`config.mk`:
```
export PLATFORM = sky130hd
export DESIGN_NAME = ufc_uart
export DESIGN_NICKNAME = d
export VERILOG_FILES = /design/src/logic/ufc_pkg.sv /design/src/logic/ufc_uart.sv
export SDC_FILE = /design/constraint.sdc
export NUM_CORES = 2
export LEC_CHECK = 0
export BUFFER_PORTS_ARGS = -buffer_cell sky130_fd_sc_hd__buf_2
export CORE_AREA = 2 2 455 457
export DETAILED_ROUTE_END_ITERATION = 7
export DIE_AREA = 0 0 457 459
export SLEW_MARGIN = 10
export SYNTH_ARGS = -nofsm -noshare
export SYNTH_HDL_FRONTEND = slang
export SYNTH_SLANG_ARGS = --single-unit
export TNS_END_PERCENT = 20
```
`constraint.sdc`:
```
create_clock -name clk_sys -period 6.8 [get_ports clk_sys]
set_input_delay 1.36 -clock clk_sys [delete_from_list [all_inputs] [get_ports clk_sys]]
set_output_delay 1.36 -clock clk_sys [all_outputs]
set_load 0.05 [all_outputs]
```
`src/logic/ufc_pkg.sv`:
```
// Constants shared by the flow-controlled UART block.
// Assumes register word index = Avalon byte address / 4.
package ufc_pkg;
    localparam int UFC_FIFO_DEPTH = 64;
    // Register word indices
    localparam logic [5:0] UFC_A_DATA  = 6'h00;
    localparam logic [5:0] UFC_A_IER   = 6'h01;
    localparam logic [5:0] UFC_A_ISR   = 6'h02;
    localparam logic [5:0] UFC_A_FCR   = 6'h03;
    localparam logic [5:0] UFC_A_LCR   = 6'h04;
    localparam logic [5:0] UFC_A_MCR   = 6'h05;
    localparam logic [5:0] UFC_A_LSR   = 6'h06;
    localparam logic [5:0] UFC_A_EFR   = 6'h07;
    localparam logic [5:0] UFC_A_TCR   = 6'h08;
    localparam logic [5:0] UFC_A_EXTENDED_CONTROL  = 6'h09;
    localparam logic [5:0] UFC_A_RESUME_CHAR_FIRST  = 6'h0a;
    localparam logic [5:0] UFC_A_XON2  = 6'h0b;
    localparam logic [5:0] UFC_A_XOFF1 = 6'h0c;
    localparam logic [5:0] UFC_A_STOP_CHAR_SECOND = 6'h0d;
    localparam logic [5:0] UFC_A_DIV   = 6'h0e;
    localparam logic [5:0] UFC_A_TRIG  = 6'h0f;
    // Field positions
    localparam int UFC_IER_RX    = 0;
    localparam int UFC_IER_TX    = 1;
    localparam int UFC_IER_XOFF  = 5;
    localparam int UFC_IER_RTS   = 6;
    localparam int UFC_IER_CTS   = 7;
    localparam int UFC_EFR_ENH   = 4;
    localparam int UFC_EFR_SPEC  = 5;
    localparam int UFC_EFR_ARTS  = 6;
    localparam int UFC_EFR_ACTS  = 7;
    localparam int UFC_EXTENDED_CONTROL_485  = 4;
    localparam int UFC_EXTENDED_CONTROL_INV  = 5;
    localparam int UFC_MCR_RTS   = 1;
    localparam int UFC_FCR_EN    = 0;
    localparam int UFC_LCR_PEN   = 3;
    localparam int UFC_LCR_EVEN  = 4;
    localparam int UFC_LSR_THRE  = 5;
    localparam int UFC_LSR_TEMT  = 6;
    // Timing
    localparam logic [4:0] UFC_OS16     = 5'h10;
    localparam int         UFC_MIN_WL   = 5;
    localparam int         UFC_TO_WORDS = 4;
    localparam int         UFC_TO_EXTRA = 12;
    localparam int         UFC_TCR_SHIFT = 2;
    localparam logic [15:0] UFC_DIV_RST = 16'h0001;
    typedef enum logic [2:0] {
        UFC_IDLE, UFC_START, UFC_DATA, UFC_PAR, UFC_STOP
    } ufc_bit_t;
endpackage : ufc_pkg

```
`src/logic/ufc_uart.sv`:
```
// UART with 64-deep FIFOs, hardware and software flow control.
// Assumes an Avalon-MM master and synchronous serial inputs.
// Function
// RULE1 - FIFO mode takes 64 tx bytes; holding-empty flag set when FIFO empty
// RULE2 - Tx-empty interrupt, status bit 1, when fill drops below trigger
// RULE3 - Transmitter-empty flag only when shifter and FIFO both empty
// RULE4 - Start bit sampled at half bit after falling edge, must be low
// RULE5 - Data, parity, stop sampled at centre; errors in status bits 2-4
// RULE6 - Receive FIFO is 64 entries of 8 data plus 3 error tags
// RULE7 - Reading rx holding advances FIFO and updates tags at once
// RULE8 - Rx ready interrupt per character or at trigger, enable bit 0
// RULE9 - Timeout interrupt after 4 word lengths plus 12 bits idle
// RULE10 - Auto RTS by feature bit 6, started by modem-control RTS bit
// RULE11 - RTS low-to-high sets status bit 5 when enable bit 6 set
// RULE12 - Auto RTS off at halt level, on again at resume level
// RULE13 - Host keeps halt level above resume level
// RULE14 - Auto CTS: finish current character, suspend, flag bit 5
// RULE15 - Xoff match halts tx after current char, sets flag if enabled
// RULE16 - Xon match resumes transmission and clears status bit 4
// RULE17 - Flow character registers power up zero, survive reset
// RULE18 - Double mode matches two chars; flow chars never stored
// RULE19 - Send Xoff at halt level and Xon at resume level
// RULE20 - Special character matching second Xoff stored, sets bit 4
// RULE21 - Comparisons use only the programmed word length bits
// RULE22 - RS-485: RTS idle high, low while sending, invertible
// RULE23 - Writes to a full tx FIFO are discarded
`timescale 1ns/1ps
module ufc_uart
    import ufc_pkg::*;
#(
    parameter int DEPTH = UFC_FIFO_DEPTH,
    parameter int AW    = $clog2(DEPTH)
) (
    input  wire logic        clk_sys,
    input  wire logic        rst,
    input  wire logic [7:0]  avs_address,
    input  wire logic        avs_read,
    input  wire logic        avs_write,
    input  wire logic [3:0]  avs_byteenable,
    input  wire logic [31:0] avs_writedata,
    output logic      [31:0] avs_readdata,
    output logic             avs_waitrequest,
    input  wire logic        rxd,
    output logic             txd,
    input  wire logic        cts_n,
    output logic             rts_n,
    output logic             irq
);
    typedef struct packed {
        logic                   ack;
        logic [31:0]            rdata;
        logic [DEPTH-1:0][7:0]  txm;
        logic [AW-1:0]          txw;
        logic [AW-1:0]          txr;
        logic [AW:0]            txc;
        logic [DEPTH-1:0][10:0] rxm;
        logic [AW-1:0]          rxw;
        logic [AW-1:0]          rxr;
        logic [AW:0]            rxc;
        logic [7:0]             interrupt_enable, fifo_control, line_control, modem_control, enhanced_feature, flow_level_control, extended_control;
        logic [7:0]             resume_char_first, xon2, xoff1, stop_char_second;
        logic [7:0]             txtrig, rxtrig;
        logic [15:0]            div;
        logic [1:0]             osm;
        logic [15:0]            dcnt;
        ufc_bit_t               tst;
        logic [7:0]             tsh;
        logic [2:0]             tbit;
        logic [3:0]             ttk;
        logic                   tpar;
        logic                   txd;
        ufc_bit_t               rsm;
        logic [7:0]             rsh;
        logic [2:0]             rbit;
        logic [3:0]             rtk;
        logic                   rpe;
        logic                   rprev;
        logic [10:0]            tocnt;
        logic                   xoff_rx, xoff_sent, fc_xon;
        logic [1:0]             fc_cnt;
        logic                   half, half_on;
        logic                   rts_hold, rts_n, cts_prev;
        logic                   isr4, isr5, ovr, irq;
    } ufc_state_t;

    ufc_state_t s_q = '0;
    ufc_state_t n;

    logic [5:0]  idx;
    logic        acc, rd_acc, wr_acc, tick;
    logic [4:0]  os, half;
    logic [2:0]  nb;
    logic [7:0]  mask, c;
    logic [10:0] hd, lim;
    logic [AW:0] cap, halt, resume;
    logic [7:0]  isrv, lsrv, rdv, fcsel;
    logic        txint, rxint, to, susp, act;
    logic        tpush, tpop, rpush, rpop, rdone, flow;

    assign idx    = avs_address[7:2];
    assign acc    = (avs_read | avs_write) & s_q.ack;
    assign rd_acc = acc & avs_read;
    assign wr_acc = acc & avs_write;
    assign tick   = s_q.dcnt == 16'h0000;
    assign os     = UFC_OS16 >> s_q.osm;
    assign half   = os >> 1;
    assign nb     = 3'(UFC_MIN_WL - 1) + {1'b0, s_q.line_control[1:0]};
    assign mask   = 8'hff >> (2'h3 - s_q.line_control[1:0]); // RULE21
    assign hd     = s_q.rxm[s_q.rxr];
    assign lim    = 11'(UFC_TO_WORDS * (UFC_MIN_WL + s_q.line_control[1:0])
                    + UFC_TO_EXTRA) * 11'(os); // RULE9
    assign cap    = s_q.fifo_control[UFC_FCR_EN] ? (AW+1)'(DEPTH) : (AW+1)'(1);
    assign halt   = (AW+1)'(s_q.flow_level_control[3:0]) << UFC_TCR_SHIFT;
    assign resume = (AW+1)'(s_q.flow_level_control[7:4]) << UFC_TCR_SHIFT;
    assign txint  = s_q.fifo_control[UFC_FCR_EN] ? s_q.txc < (AW+1)'(s_q.txtrig)
                    : s_q.txc == '0; // RULE2
    assign rxint  = s_q.rxc != '0 && (!s_q.fifo_control[UFC_FCR_EN] ||
                    s_q.rxc >= (AW+1)'(s_q.rxtrig)); // RULE8
    assign to     = s_q.rxc != '0 && s_q.tocnt >= lim; // RULE9
    assign susp   = (s_q.enhanced_feature[UFC_EFR_ACTS] & cts_n) | s_q.xoff_rx;
    assign act    = s_q.txc != '0 || s_q.tst != UFC_IDLE || s_q.fc_cnt != '0;
    assign isrv   = {2'h0, s_q.isr5, s_q.isr4, 1'b0, to, txint, rxint};
    assign lsrv   = {1'b0,
                     s_q.txc == '0 && s_q.tst == UFC_IDLE, // RULE3
                     s_q.txc == '0, // RULE1
                     s_q.rxc != '0 ? hd[10:8] : 3'h0, // RULE5
                     s_q.ovr, s_q.rxc != '0};
    assign fcsel  = (s_q.enhanced_feature[3:2] == 2'h2 ||
                    (s_q.enhanced_feature[3:2] == 2'h3 && s_q.fc_cnt == 2'h1))
                    ? (s_q.fc_xon ? s_q.xon2 : s_q.stop_char_second)
                    : (s_q.fc_xon ? s_q.resume_char_first : s_q.xoff1);

    always_comb begin
        case (idx)
            UFC_A_DATA:  rdv = hd[7:0];
            UFC_A_IER:   rdv = s_q.interrupt_enable;
            UFC_A_ISR:   rdv = isrv;
            UFC_A_FCR:   rdv = s_q.fifo_control;
            UFC_A_LCR:   rdv = s_q.line_control;
            UFC_A_MCR:   rdv = s_q.modem_control;
            UFC_A_LSR:   rdv = lsrv;
            UFC_A_EFR:   rdv = s_q.enhanced_feature;
            UFC_A_TCR:   rdv = s_q.flow_level_control;
            UFC_A_EXTENDED_CONTROL:  rdv = s_q.extended_control;
            UFC_A_RESUME_CHAR_FIRST:  rdv = s_q.resume_char_first;
            UFC_A_XON2:  rdv = s_q.xon2;
            UFC_A_XOFF1: rdv = s_q.xoff1;
            UFC_A_STOP_CHAR_SECOND: rdv = s_q.stop_char_second;
            default:     rdv = 8'h00;
        endcase
    end

    always_comb begin
        n     = s_q;
        tpush = 1'b0;
        tpop  = 1'b0;
        rpush = 1'b0;
        rpop  = 1'b0;
        rdone = 1'b0;
        flow  = 1'b0;
        c     = s_q.rsh & mask;
        n.ack = (avs_read | avs_write) & ~s_q.ack;
        if (avs_read & ~s_q.ack) begin
            case (idx)
                UFC_A_DIV:  n.rdata = {14'h0, s_q.osm, s_q.div};
                UFC_A_TRIG: n.rdata = {16'h0, s_q.rxtrig, s_q.txtrig};
                default:    n.rdata = {24'h0, rdv};
            endcase
        end
        n.dcnt = tick ? (s_q.div == '0 ? '0 : s_q.div - 16'h0001)
                      : s_q.dcnt - 16'h0001;
        // Host side: clears first so that same-cycle events win
        if (rd_acc) begin
            if (idx == UFC_A_DATA && s_q.rxc != '0) begin
                rpop  = 1'b1; // RULE7
                n.rxr = s_q.rxr + 1'b1;
            end
            if (idx == UFC_A_ISR) begin
                n.isr4 = 1'b0;
                n.isr5 = 1'b0;
            end
            if (idx == UFC_A_LSR)
                n.ovr = 1'b0;
        end
        if (wr_acc && avs_byteenable[0]) begin
            case (idx)
                UFC_A_DATA: if (s_q.txc < cap) begin // RULE23
                    n.txm[s_q.txw] = avs_writedata[7:0]; // RULE1
                    n.txw = s_q.txw + 1'b1;
                    tpush = 1'b1;
                end
                UFC_A_IER: n.interrupt_enable = s_q.enhanced_feature[UFC_EFR_ENH] ? avs_writedata[7:0]
                    : {s_q.interrupt_enable[7:4], avs_writedata[3:0]}; // RULE11
                UFC_A_FCR:   n.fifo_control   = avs_writedata[7:0];
                UFC_A_LCR:   n.line_control   = avs_writedata[7:0];
                UFC_A_MCR:   n.modem_control   = avs_writedata[7:0]; // RULE10
                UFC_A_EFR:   n.enhanced_feature   = avs_writedata[7:0];
                UFC_A_TCR:   n.flow_level_control   = avs_writedata[7:0];
                UFC_A_EXTENDED_CONTROL:  n.extended_control  = avs_writedata[7:0];
                UFC_A_RESUME_CHAR_FIRST:  n.resume_char_first  = avs_writedata[7:0];
                UFC_A_XON2:  n.xon2  = avs_writedata[7:0];
                UFC_A_XOFF1: n.xoff1 = avs_writedata[7:0];
                UFC_A_STOP_CHAR_SECOND: n.stop_char_second = avs_writedata[7:0];
                UFC_A_DIV:   n.div[7:0] = avs_writedata[7:0];
                UFC_A_TRIG:  n.txtrig = avs_writedata[7:0];
                default: ;
            endcase
        end
        if (wr_acc && avs_byteenable[1] && idx == UFC_A_DIV)
            n.div[15:8] = avs_writedata[15:8];
        if (wr_acc && avs_byteenable[1] && idx == UFC_A_TRIG)
            n.rxtrig = avs_writedata[15:8];
        if (wr_acc && avs_byteenable[2] && idx == UFC_A_DIV)
            n.osm = avs_writedata[17:16];
        // Receiver, one step per oversampling tick
        if (tick) begin
            n.rprev = rxd;
            case (s_q.rsm)
                UFC_IDLE: if (s_q.rprev && !rxd) begin
                    n.rsm = UFC_START;
                    n.rtk = '0;
                end
                UFC_START: if (s_q.rtk == 4'(half - 5'h01)) begin
                    n.rtk  = '0;
                    n.rbit = '0;
                    n.rsh  = '0;
                    n.rpe  = 1'b0;
                    n.rsm  = rxd ? UFC_IDLE : UFC_DATA; // RULE4
                end else
                    n.rtk = s_q.rtk + 4'h1;
                UFC_DATA: if (s_q.rtk == 4'(os - 5'h01)) begin
                    n.rtk = '0;
                    n.rsh[s_q.rbit] = rxd; // RULE5
                    n.rbit = s_q.rbit + 3'h1;
                    if (s_q.rbit == nb)
                        n.rsm = s_q.line_control[UFC_LCR_PEN] ? UFC_PAR : UFC_STOP;
                end else
                    n.rtk = s_q.rtk + 4'h1;
                UFC_PAR: if (s_q.rtk == 4'(os - 5'h01)) begin
                    n.rtk = '0;
                    n.rpe = rxd ^ (^c) ^ ~s_q.line_control[UFC_LCR_EVEN]; // RULE5
                    n.rsm = UFC_STOP;
                end else
                    n.rtk = s_q.rtk + 4'h1;
                UFC_STOP: if (s_q.rtk == 4'(os - 5'h01)) begin
                    rdone = 1'b1;
                    n.rsm = UFC_IDLE;
                end else
                    n.rtk = s_q.rtk + 4'h1;
                default: n.rsm = UFC_IDLE;
            endcase
        end
        // Received character: flow matching, special detect, store
        if (rdone) begin
            case (s_q.enhanced_feature[1:0])
                2'h1, 2'h2: begin
                    if (c == ((s_q.enhanced_feature[1] ? s_q.xon2 : s_q.resume_char_first) & mask)) begin
                        flow = 1'b1;
                        n.xoff_rx = 1'b0; // RULE16
                        n.isr4 = 1'b0;
                    end else if (c == ((s_q.enhanced_feature[1] ? s_q.stop_char_second : s_q.xoff1)
                                 & mask)) begin
                        flow = 1'b1;
                        n.xoff_rx = 1'b1; // RULE15
                        n.isr4 = s_q.isr4 | s_q.interrupt_enable[UFC_IER_XOFF];
                    end
                end
                2'h3: if (s_q.half) begin // RULE18
                    n.half = 1'b0;
                    if (s_q.half_on && c == (s_q.xon2 & mask)) begin
                        flow = 1'b1;
                        n.xoff_rx = 1'b0;
                        n.isr4 = 1'b0;
                    end else if (!s_q.half_on && c == (s_q.stop_char_second & mask)) begin
                        flow = 1'b1;
                        n.xoff_rx = 1'b1;
                        n.isr4 = s_q.isr4 | s_q.interrupt_enable[UFC_IER_XOFF];
                    end
                end else if (c == (s_q.resume_char_first & mask) ||
                             c == (s_q.xoff1 & mask)) begin
                    flow = 1'b1;
                    n.half = 1'b1;
                    n.half_on = c == (s_q.resume_char_first & mask);
                end
                default: ;
            endcase
            if (!flow) begin
                if (s_q.enhanced_feature[UFC_EFR_SPEC] && c == (s_q.stop_char_second & mask))
                    n.isr4 = 1'b1; // RULE20
                if (s_q.rxc < (AW+1)'(DEPTH)) begin
                    n.rxm[s_q.rxw] = {c == 8'h00 && !rxd, !rxd, s_q.rpe, c};
                    n.rxw = s_q.rxw + 1'b1; // RULE6
                    rpush = 1'b1;
                end else
                    n.ovr = 1'b1;
            end
        end
        if (rpush || rpop || s_q.rsm != UFC_IDLE || s_q.rxc == '0)
            n.tocnt = '0;
        else if (tick && s_q.tocnt < lim)
            n.tocnt = s_q.tocnt + 11'h001; // RULE9
        // Transmitter
        if (tick) begin
            if (s_q.tst == UFC_IDLE) begin
                if (s_q.fc_cnt != '0) begin
                    n.tsh = fcsel; // RULE19
                    n.fc_cnt = s_q.fc_cnt - 2'h1;
                    n.tst = UFC_START;
                end else if (s_q.txc != '0 && !susp) begin // RULE14 RULE15
                    n.tsh = s_q.txm[s_q.txr];
                    n.txr = s_q.txr + 1'b1;
                    tpop  = 1'b1;
                    n.tst = UFC_START;
                end
                n.txd  = n.tst == UFC_IDLE;
                n.ttk  = '0;
                n.tbit = '0;
                n.tpar = 1'b0;
            end else if (s_q.ttk != 4'(os - 5'h01))
                n.ttk = s_q.ttk + 4'h1;
            else begin
                n.ttk = '0;
                case (s_q.tst)
                    UFC_START: begin
                        n.tst = UFC_DATA;
                        n.txd = s_q.tsh[0];
                    end
                    UFC_DATA: begin
                        n.tpar = s_q.tpar ^ s_q.tsh[0];
                        n.tsh  = s_q.tsh >> 1;
                        n.tbit = s_q.tbit + 3'h1;
                        n.txd  = s_q.tsh[1];
                        if (s_q.tbit == nb) begin
                            n.tst = s_q.line_control[UFC_LCR_PEN] ? UFC_PAR : UFC_STOP;
                            n.txd = s_q.line_control[UFC_LCR_PEN]
                                  ? n.tpar ^ ~s_q.line_control[UFC_LCR_EVEN] : 1'b1;
                        end
                    end
                    UFC_PAR: begin
                        n.tst = UFC_STOP;
                        n.txd = 1'b1;
                    end
                    default: begin
                        n.tst = UFC_IDLE;
                        n.txd = 1'b1;
                    end
                endcase
            end
        end
        n.txc = s_q.txc + (AW+1)'(tpush) - (AW+1)'(tpop);
        n.rxc = s_q.rxc + (AW+1)'(rpush) - (AW+1)'(rpop);
        // Flow characters sent on our own receive level
        if (s_q.enhanced_feature[3:2] != 2'h0 && s_q.fc_cnt == '0) begin
            if (!s_q.xoff_sent && s_q.rxc >= halt) begin
                n.fc_cnt = s_q.enhanced_feature[3:2] == 2'h3 ? 2'h2 : 2'h1; // RULE19
                n.fc_xon = 1'b0;
                n.xoff_sent = 1'b1;
            end else if (s_q.xoff_sent && s_q.rxc <= resume) begin
                n.fc_cnt = s_q.enhanced_feature[3:2] == 2'h3 ? 2'h2 : 2'h1;
                n.fc_xon = 1'b1;
                n.xoff_sent = 1'b0;
            end
        end
        if (s_q.rxc >= halt)
            n.rts_hold = 1'b1; // RULE12
        else if (s_q.rxc <= resume)
            n.rts_hold = 1'b0;
        if (s_q.extended_control[UFC_EXTENDED_CONTROL_485])
            n.rts_n = ~act ^ s_q.extended_control[UFC_EXTENDED_CONTROL_INV]; // RULE22
        else
            n.rts_n = ~(s_q.modem_control[UFC_MCR_RTS] &
                      ~(s_q.enhanced_feature[UFC_EFR_ARTS] & n.rts_hold)); // RULE10 RULE12
        if (!s_q.rts_n && n.rts_n && s_q.interrupt_enable[UFC_IER_RTS])
            n.isr5 = 1'b1; // RULE11
        n.cts_prev = cts_n;
        if (s_q.enhanced_feature[UFC_EFR_ACTS] && cts_n && !s_q.cts_prev &&
            s_q.interrupt_enable[UFC_IER_CTS])
            n.isr5 = 1'b1; // RULE14
        n.irq = ((rxint | to) & s_q.interrupt_enable[UFC_IER_RX]) |
                (txint & s_q.interrupt_enable[UFC_IER_TX]) | s_q.isr4 | s_q.isr5;
    end

    always_ff @(posedge clk_sys) begin
        if (rst) begin
            s_q          <= '0;
            s_q.div      <= UFC_DIV_RST;
            s_q.txd      <= 1'b1;
            s_q.rts_n    <= 1'b1;
            s_q.rprev    <= 1'b1;
            s_q.cts_prev <= 1'b1;
            s_q.resume_char_first     <= s_q.resume_char_first; // RULE17
            s_q.xon2     <= s_q.xon2;
            s_q.xoff1    <= s_q.xoff1;
            s_q.stop_char_second    <= s_q.stop_char_second;
        end else
            s_q <= n;
    end

    assign avs_waitrequest = (avs_read | avs_write) & ~s_q.ack;
    assign avs_readdata    = s_q.rdata;
    assign txd             = s_q.txd;
    assign rts_n           = s_q.rts_n;
    assign irq             = s_q.irq;
endmodule : ufc_uart

```
Yosys cells after proc, flatten, opt, wreduce, memory -nomap -nowiden --
Index checks and enable logic that the tools add are counted.
Cells by class: add/subtract/negate cells 22, multipliers 1, $lt $le $gt $ge 16, eq/ne operators 52, shifts and indexed selects 2, muxes and demuxes 116, bitwise operators 38, reduce and logical (&&, ||, !) cells 103
Operators by type and width (count):
- bitwise mux 704 bit | 1
- bitwise mux 512 bit | 1
- case mux 8 bit (14 select lines) | 1
- 2-to-1 mux 11 bit | 7
- binary-select mux 11 bit (select 6 bit) | 1
- demux 11 bit (select 6 bit) | 1
- AND 8 bit | 7
- 2-to-1 mux 8 bit | 7
- 2-to-1 mux 1 bit | 52
- binary-select mux 8 bit (select 6 bit) | 1
- demux 8 bit (select 6 bit) | 1
- equality test 6 x 4 -> 1 bit, second input constant | 8
- equality test 8 bit | 6
- 2-to-1 mux 14 bit | 3
- case mux 18 bit (2 select lines) | 1
- logical NOT 16 bit | 2
- 2-to-1 mux 16 bit | 2
- subtractor 16 x 1 -> 16 bit, second input constant | 2
- logical AND 1 bit | 29
- less-than comparator 6 x 7 -> 1 bit, second input constant | 4
- 2-to-1 mux 4 bit | 7
- AND reduction 2 bit | 14
- AND reduction 3 bit | 9
- adder 6 x 1 -> 6 bit, second input constant | 4
- 69 further kinds | 179
Word-level totals: flip-flop bits (word level) 1490, input bits 50, output and inout port bits 36, logic and storage cells 530

Logic depth before layout (Yosys ltp) --
word-level depth 16, depth in mapped cells 24, mapped depth without buffers 22

Least setup slack after synthesis --
Ideal clock, no wire load.
path type register -> register, start point reg s_q[180] (netlist bit), end point reg s_q[15] (netlist bit), setup time 0.128 ns, data arrival time 4.795 ns, required time 6.672 ns, slack 1.877 ns, cell stages (with the launch flop) 24, path buffers 2, clock period less this slack 4.923 ns, cell sequence dfxtp_1 > clkbuf_1 > inv_1 > ha_1 > xnor2_1 > nand2b_1 > fa_1 > fa_1 > inv_1 > ha_1 > ha_1 > inv_1 > fa_1 > inv_1 > a21o_1 > a21oi_1 > xor2_1 > ha_1 > nand3_1 > a21oi_1 > clkbuf_1 > nor3_1 > mux2i_1 > nor2_1
On the way: cells in the longest elaborated chain, start to end 16, elaborated cells on any way between the ends 37, classes of those cells add/sub: 3; mul: 1; order compare: 1; eq/ne: 6; shift: 1; mux: 10; bitwise: 7; reduce/logical: 8
Ends and longest elaborated chain:
- start: declaration | line ufc_uart.sv:86 | ufc_state_t s_q = '0;
- start signal: assignment | line ufc_uart.sv:396 | s_q <= n;
- parallel branches: the longest is 16 deep, another holds multiplier 7 x 5 -> 11 bit
Parallel ways; which one is timed is not known. The select of a mux whose other input is x is not followed. A chain may end at the register's enable or synchronous reset.

Final worst setup path --
start point reg s_q[179] (netlist bit), end point reg s_q, in the netlist irq
On the way: cells in the longest elaborated chain, start to end 10
Ends and longest elaborated chain:
- adder 3 x 2 -> 4 bit | line ufc_uart.sv:110 | assign lim = 11'(UFC_TO_WORDS * (UFC_MIN_WL + s_q.line_control[1:0])
- adder 6 x 4 -> 7 bit | line ufc_uart.sv:111 | + UFC_TO_EXTRA) * 11'(os);
- multiplier 7 x 5 -> 11 bit | line ufc_uart.sv:111
- >= comparator 11 bit | line ufc_uart.sv:119 | assign to = s_q.rxc != '0 && s_q.tocnt >= lim;
- logical AND 1 bit | line ufc_uart.sv:119
- bitwise OR 1 bit | line ufc_uart.sv:379 | n.irq = ((rxint | to) & s_q.interrupt_enable[UFC_IER_RX]) |
- AND 1 bit | line ufc_uart.sv:379
- bitwise OR 1 bit | line ufc_uart.sv:379
- bitwise OR 1 bit (2 in series) | line ufc_uart.sv:380 | (txint & s_q.interrupt_enable[UFC_IER_TX]) | s_q.isr4 | s_q.isr5;
Every way passes these cells.

==> impl_metrics.json <==
{
  "ys_ff_latch": 1476,
  "port-buffer-count": 54,
  "nets": 6878,
  "drt-total-wl_mm": 200,
  "highest_layer": "met4",
  "leakagePower_nw": 30.9,
  "rrSetupSlack_ns": 1.13,
  "grt_pass1_vias": 50600,
  "cpPeakStageDelay_ns": 0.69,
  "yosysWarnings": 0,
  "dp_hpwl_mm": 125,
  "cts-root-buf": "clkbuf_16",
  "cts.sinks": 1476,
  "dpl_worst_slack_ns": 1.14,
  "max_cap_viol_count": 0,
  "rsz0062_at_grt": "false",
  "cts_repair_resize_count": 0,
  "powerDensity_nw_per_um2": 249,
  "outcome": "completed",
  "synth.area.top_cells": "dfxtp_1 (41%), mux2i_1 (15%), mux4_2 (10%)",
  "max_slew.worst_pin.slew_ns": 1.30,
  "grt_start_max_net_pins": 307,
  "fin_util_pct": 38.1,
  "hold_viol": 0,
  "post-cts-setup-buffer-count": 0,
  "core_area_um2": 206000,
  "route.met3.wl_mm": 10.1,
  "synth_top_area_share_pct": 40.6,
  "syn_area_per_cell_um2": 10.1,
  "setup_viol": 0,
  "clock_skew_ns": 0.0319,
  "async_flop_share_pct": 0,
  "tns_ns": 0,
  "fillers": 20200,
  "cts_made_buffers": 154,
  "cts_max_path_buffers": 3,
  "firstDrtPassIters": 5,
  "area_growth_pct": 9.95,
  "drcViolationCount": 0,
  "synth_cell_types": 85,
  "cp_cell_sequence": "inv_1 -> ha_1 -> xnor2_1 -> nand2b_1 -> fa_1 -> fa_1 -> inv_1 -> ha_1 -> ha_1 -> inv_1 -> fa_1 -> inv_1 -> a21o_1 -> a21oi_1 -> xor2_1 -> ha_1 -> nand3_1 -> a21oi_1 -> or2_2 -> o211ai_1 -> a21oi_1",
  "path_clk_slew_ns": 0.06,
  "final_layout_size_suffix_gt1_share_pct": 12.3,
  "worst_setup_path_end_kind": "flop",
  "slew_headroom_pct": 13.2,
  "synthFlopType": "dfxtp_1",
  "grt_use_total_pct": 18.5,
  "grt-ovfl-total": 0,
  "critPathArrivalTime_ns": 6.40,
  "ys_top_cells_by_count": "dfxtp_1 (1,444), mux2i_1 (1,087), nand2b_1 (737), nor2_1 (509), nand2_1 (485)",
  "via_count": 51600,
  "cts_tree": "built",
  "cpLargestDelayFamily": "adder cells",
  "hold_buffers": 0,
  "synthCells": 7084,
  "vdd_drop_max_mv": 0.289,
  "syn_area_um2": 71300,
  "seq_area_frac_synth_pct": 41.9,
  "drt-met1-wl_mm": 89.5,
  "synth_enable_flop_cells": 32,
  "die_width_um": 457,
  "wl_per_cell_um": 20.9,
  "cts_max_level": 4,
  "crit_required_ns": 7.53,
  "final_antenna_net_count": 0,
  "finalCritPeriodShare_pct": 83.4,
  "insertion_delay_ns": 0.81,
  "slew_violations": 0,
  "setup_ws_ns": 1.13,
  "viasPerCell": 5.40,
  "grt_pass1_wl_mm": 307,
  "crit_path_top_delay_cell": "dfxtp_1",
  "fmax_ghz": 0.176,
  "drtIter0Drc": 4212,
  "gp_congestion": 0.869,
  "yosysMostFrequentCell": "dfxtp_1",
  "antenna_found_initial": 4,
  "dieArea_um2": 210000,
  "ios": 86,
  "path_buf_inv": 4,
  "initial_core_util_pct": 34.7,
  "path_class": "flop to flop",
  "fin_crit_ns": 5.67,
  "met2_length_mm": 94.2,
  "path_max_fanout": 11,
  "min_path_type": "flop to flop",
  "dieHeight_um": 459,
  "critPathLaunchType": "flop",
  "synth_area_leader_cell": "dfxtp_1",
  "rows": 167
}
## path summary, 6_finish.rpt
| check | startpoint | to | depth (start not counted) |
|---|---|---|---|
| hold reg to reg | s_q[1289] | s_q[1289] | 2 |
| setup / recovery | s_q[179] | irq | 21 |
| setup reg to reg | s_q[179] | irq | 21 |
| hold / removal | s_q[1289] | s_q[1289] | 2 |
## per-layer routing
metal	up-vias	global-route usage [%]
met5	-	0
met4	0	6.23
met3	298	2.56
met2	1309	30.4
met1	25800	25.0
li1	24200	-
## cell type report
class                      instances  area (um^2)  area share [%]
multi-input combinational       4848        38400            49.0
sequential                      1476        29900            38.1
clock buffer                     227         4460            5.69
tap                             2704         3380            4.32
timing repair buffer             171         1310            1.68
clock inverter                    49          624           0.797
inverter                          83          312           0.397
antenna                            1         2.50         0.00319
## stage by stage
stage	power [mW]	hold slack (ns)	cell area, um^2	std cells
CTS	19.7	0.454	78400	9558
detailed placement	11.2	0.445	73300	9282
global route	20.3	0.467	78400	9559
global placement	11.1	0.438	73300	9282
floorplan	10.6	0.432	71300	7097
finish	19.5	0.452	78400	9559
## sequential cells by signal (all words and copies together), names as in the netlist
signal,count
avs_readdata,18
lsrv,1
isrv,2
irq,1
halt,4
txd,1
s_q,1444
resume,4
rts_n,1
## worst reg2reg max path: stages, from the launching register on
cell and delay [ns]:
dfxtp_1 0.69, inv_1 0.15, ha_1 0.34, xnor2_1 0.29, nand2b_1 0.19, fa_1 0.45, fa_1 0.54, inv_1 0.04
ha_1 0.27, ha_1 0.16, inv_1 0.05, fa_1 0.39, inv_1 0.07, a21o_1 0.10, a21oi_1 0.07, xor2_1 0.15
ha_1 0.30, nand3_1 0.08, a21oi_1 0.62, or2_2 0.35, o211ai_1 0.12, a21oi_1 0.16
## report_power, final
part,switching (mW),internal [mW]
Clock,3.72,4.83
Combinational,1.27,0.764
Sequential,0.189,8.76
## cells in the final DEF (no fill, tap or decap), types with 93 or more instances in the layout
cell type,instances
mux2i_1,1087
nor2_1,507
buf_4,113
mux4_2,327
nand2b_1,731
nand4_1,93
dfxtp_1,1436
nand3_1,355
a21oi_1,403
clkbuf_16,155
nand2_1,485
## logic make-up after synthesis
kind of cell | share of synthesized area (%)
buf+inv | 4.49
mux | 25.9
other cells | 0.00526
simple gates | 18.5
compound gates | 6.04
fa+ha+maj | 1.72
flops | 41.9
xor+xnor | 1.43
Power figures use the tool's default switching activity.
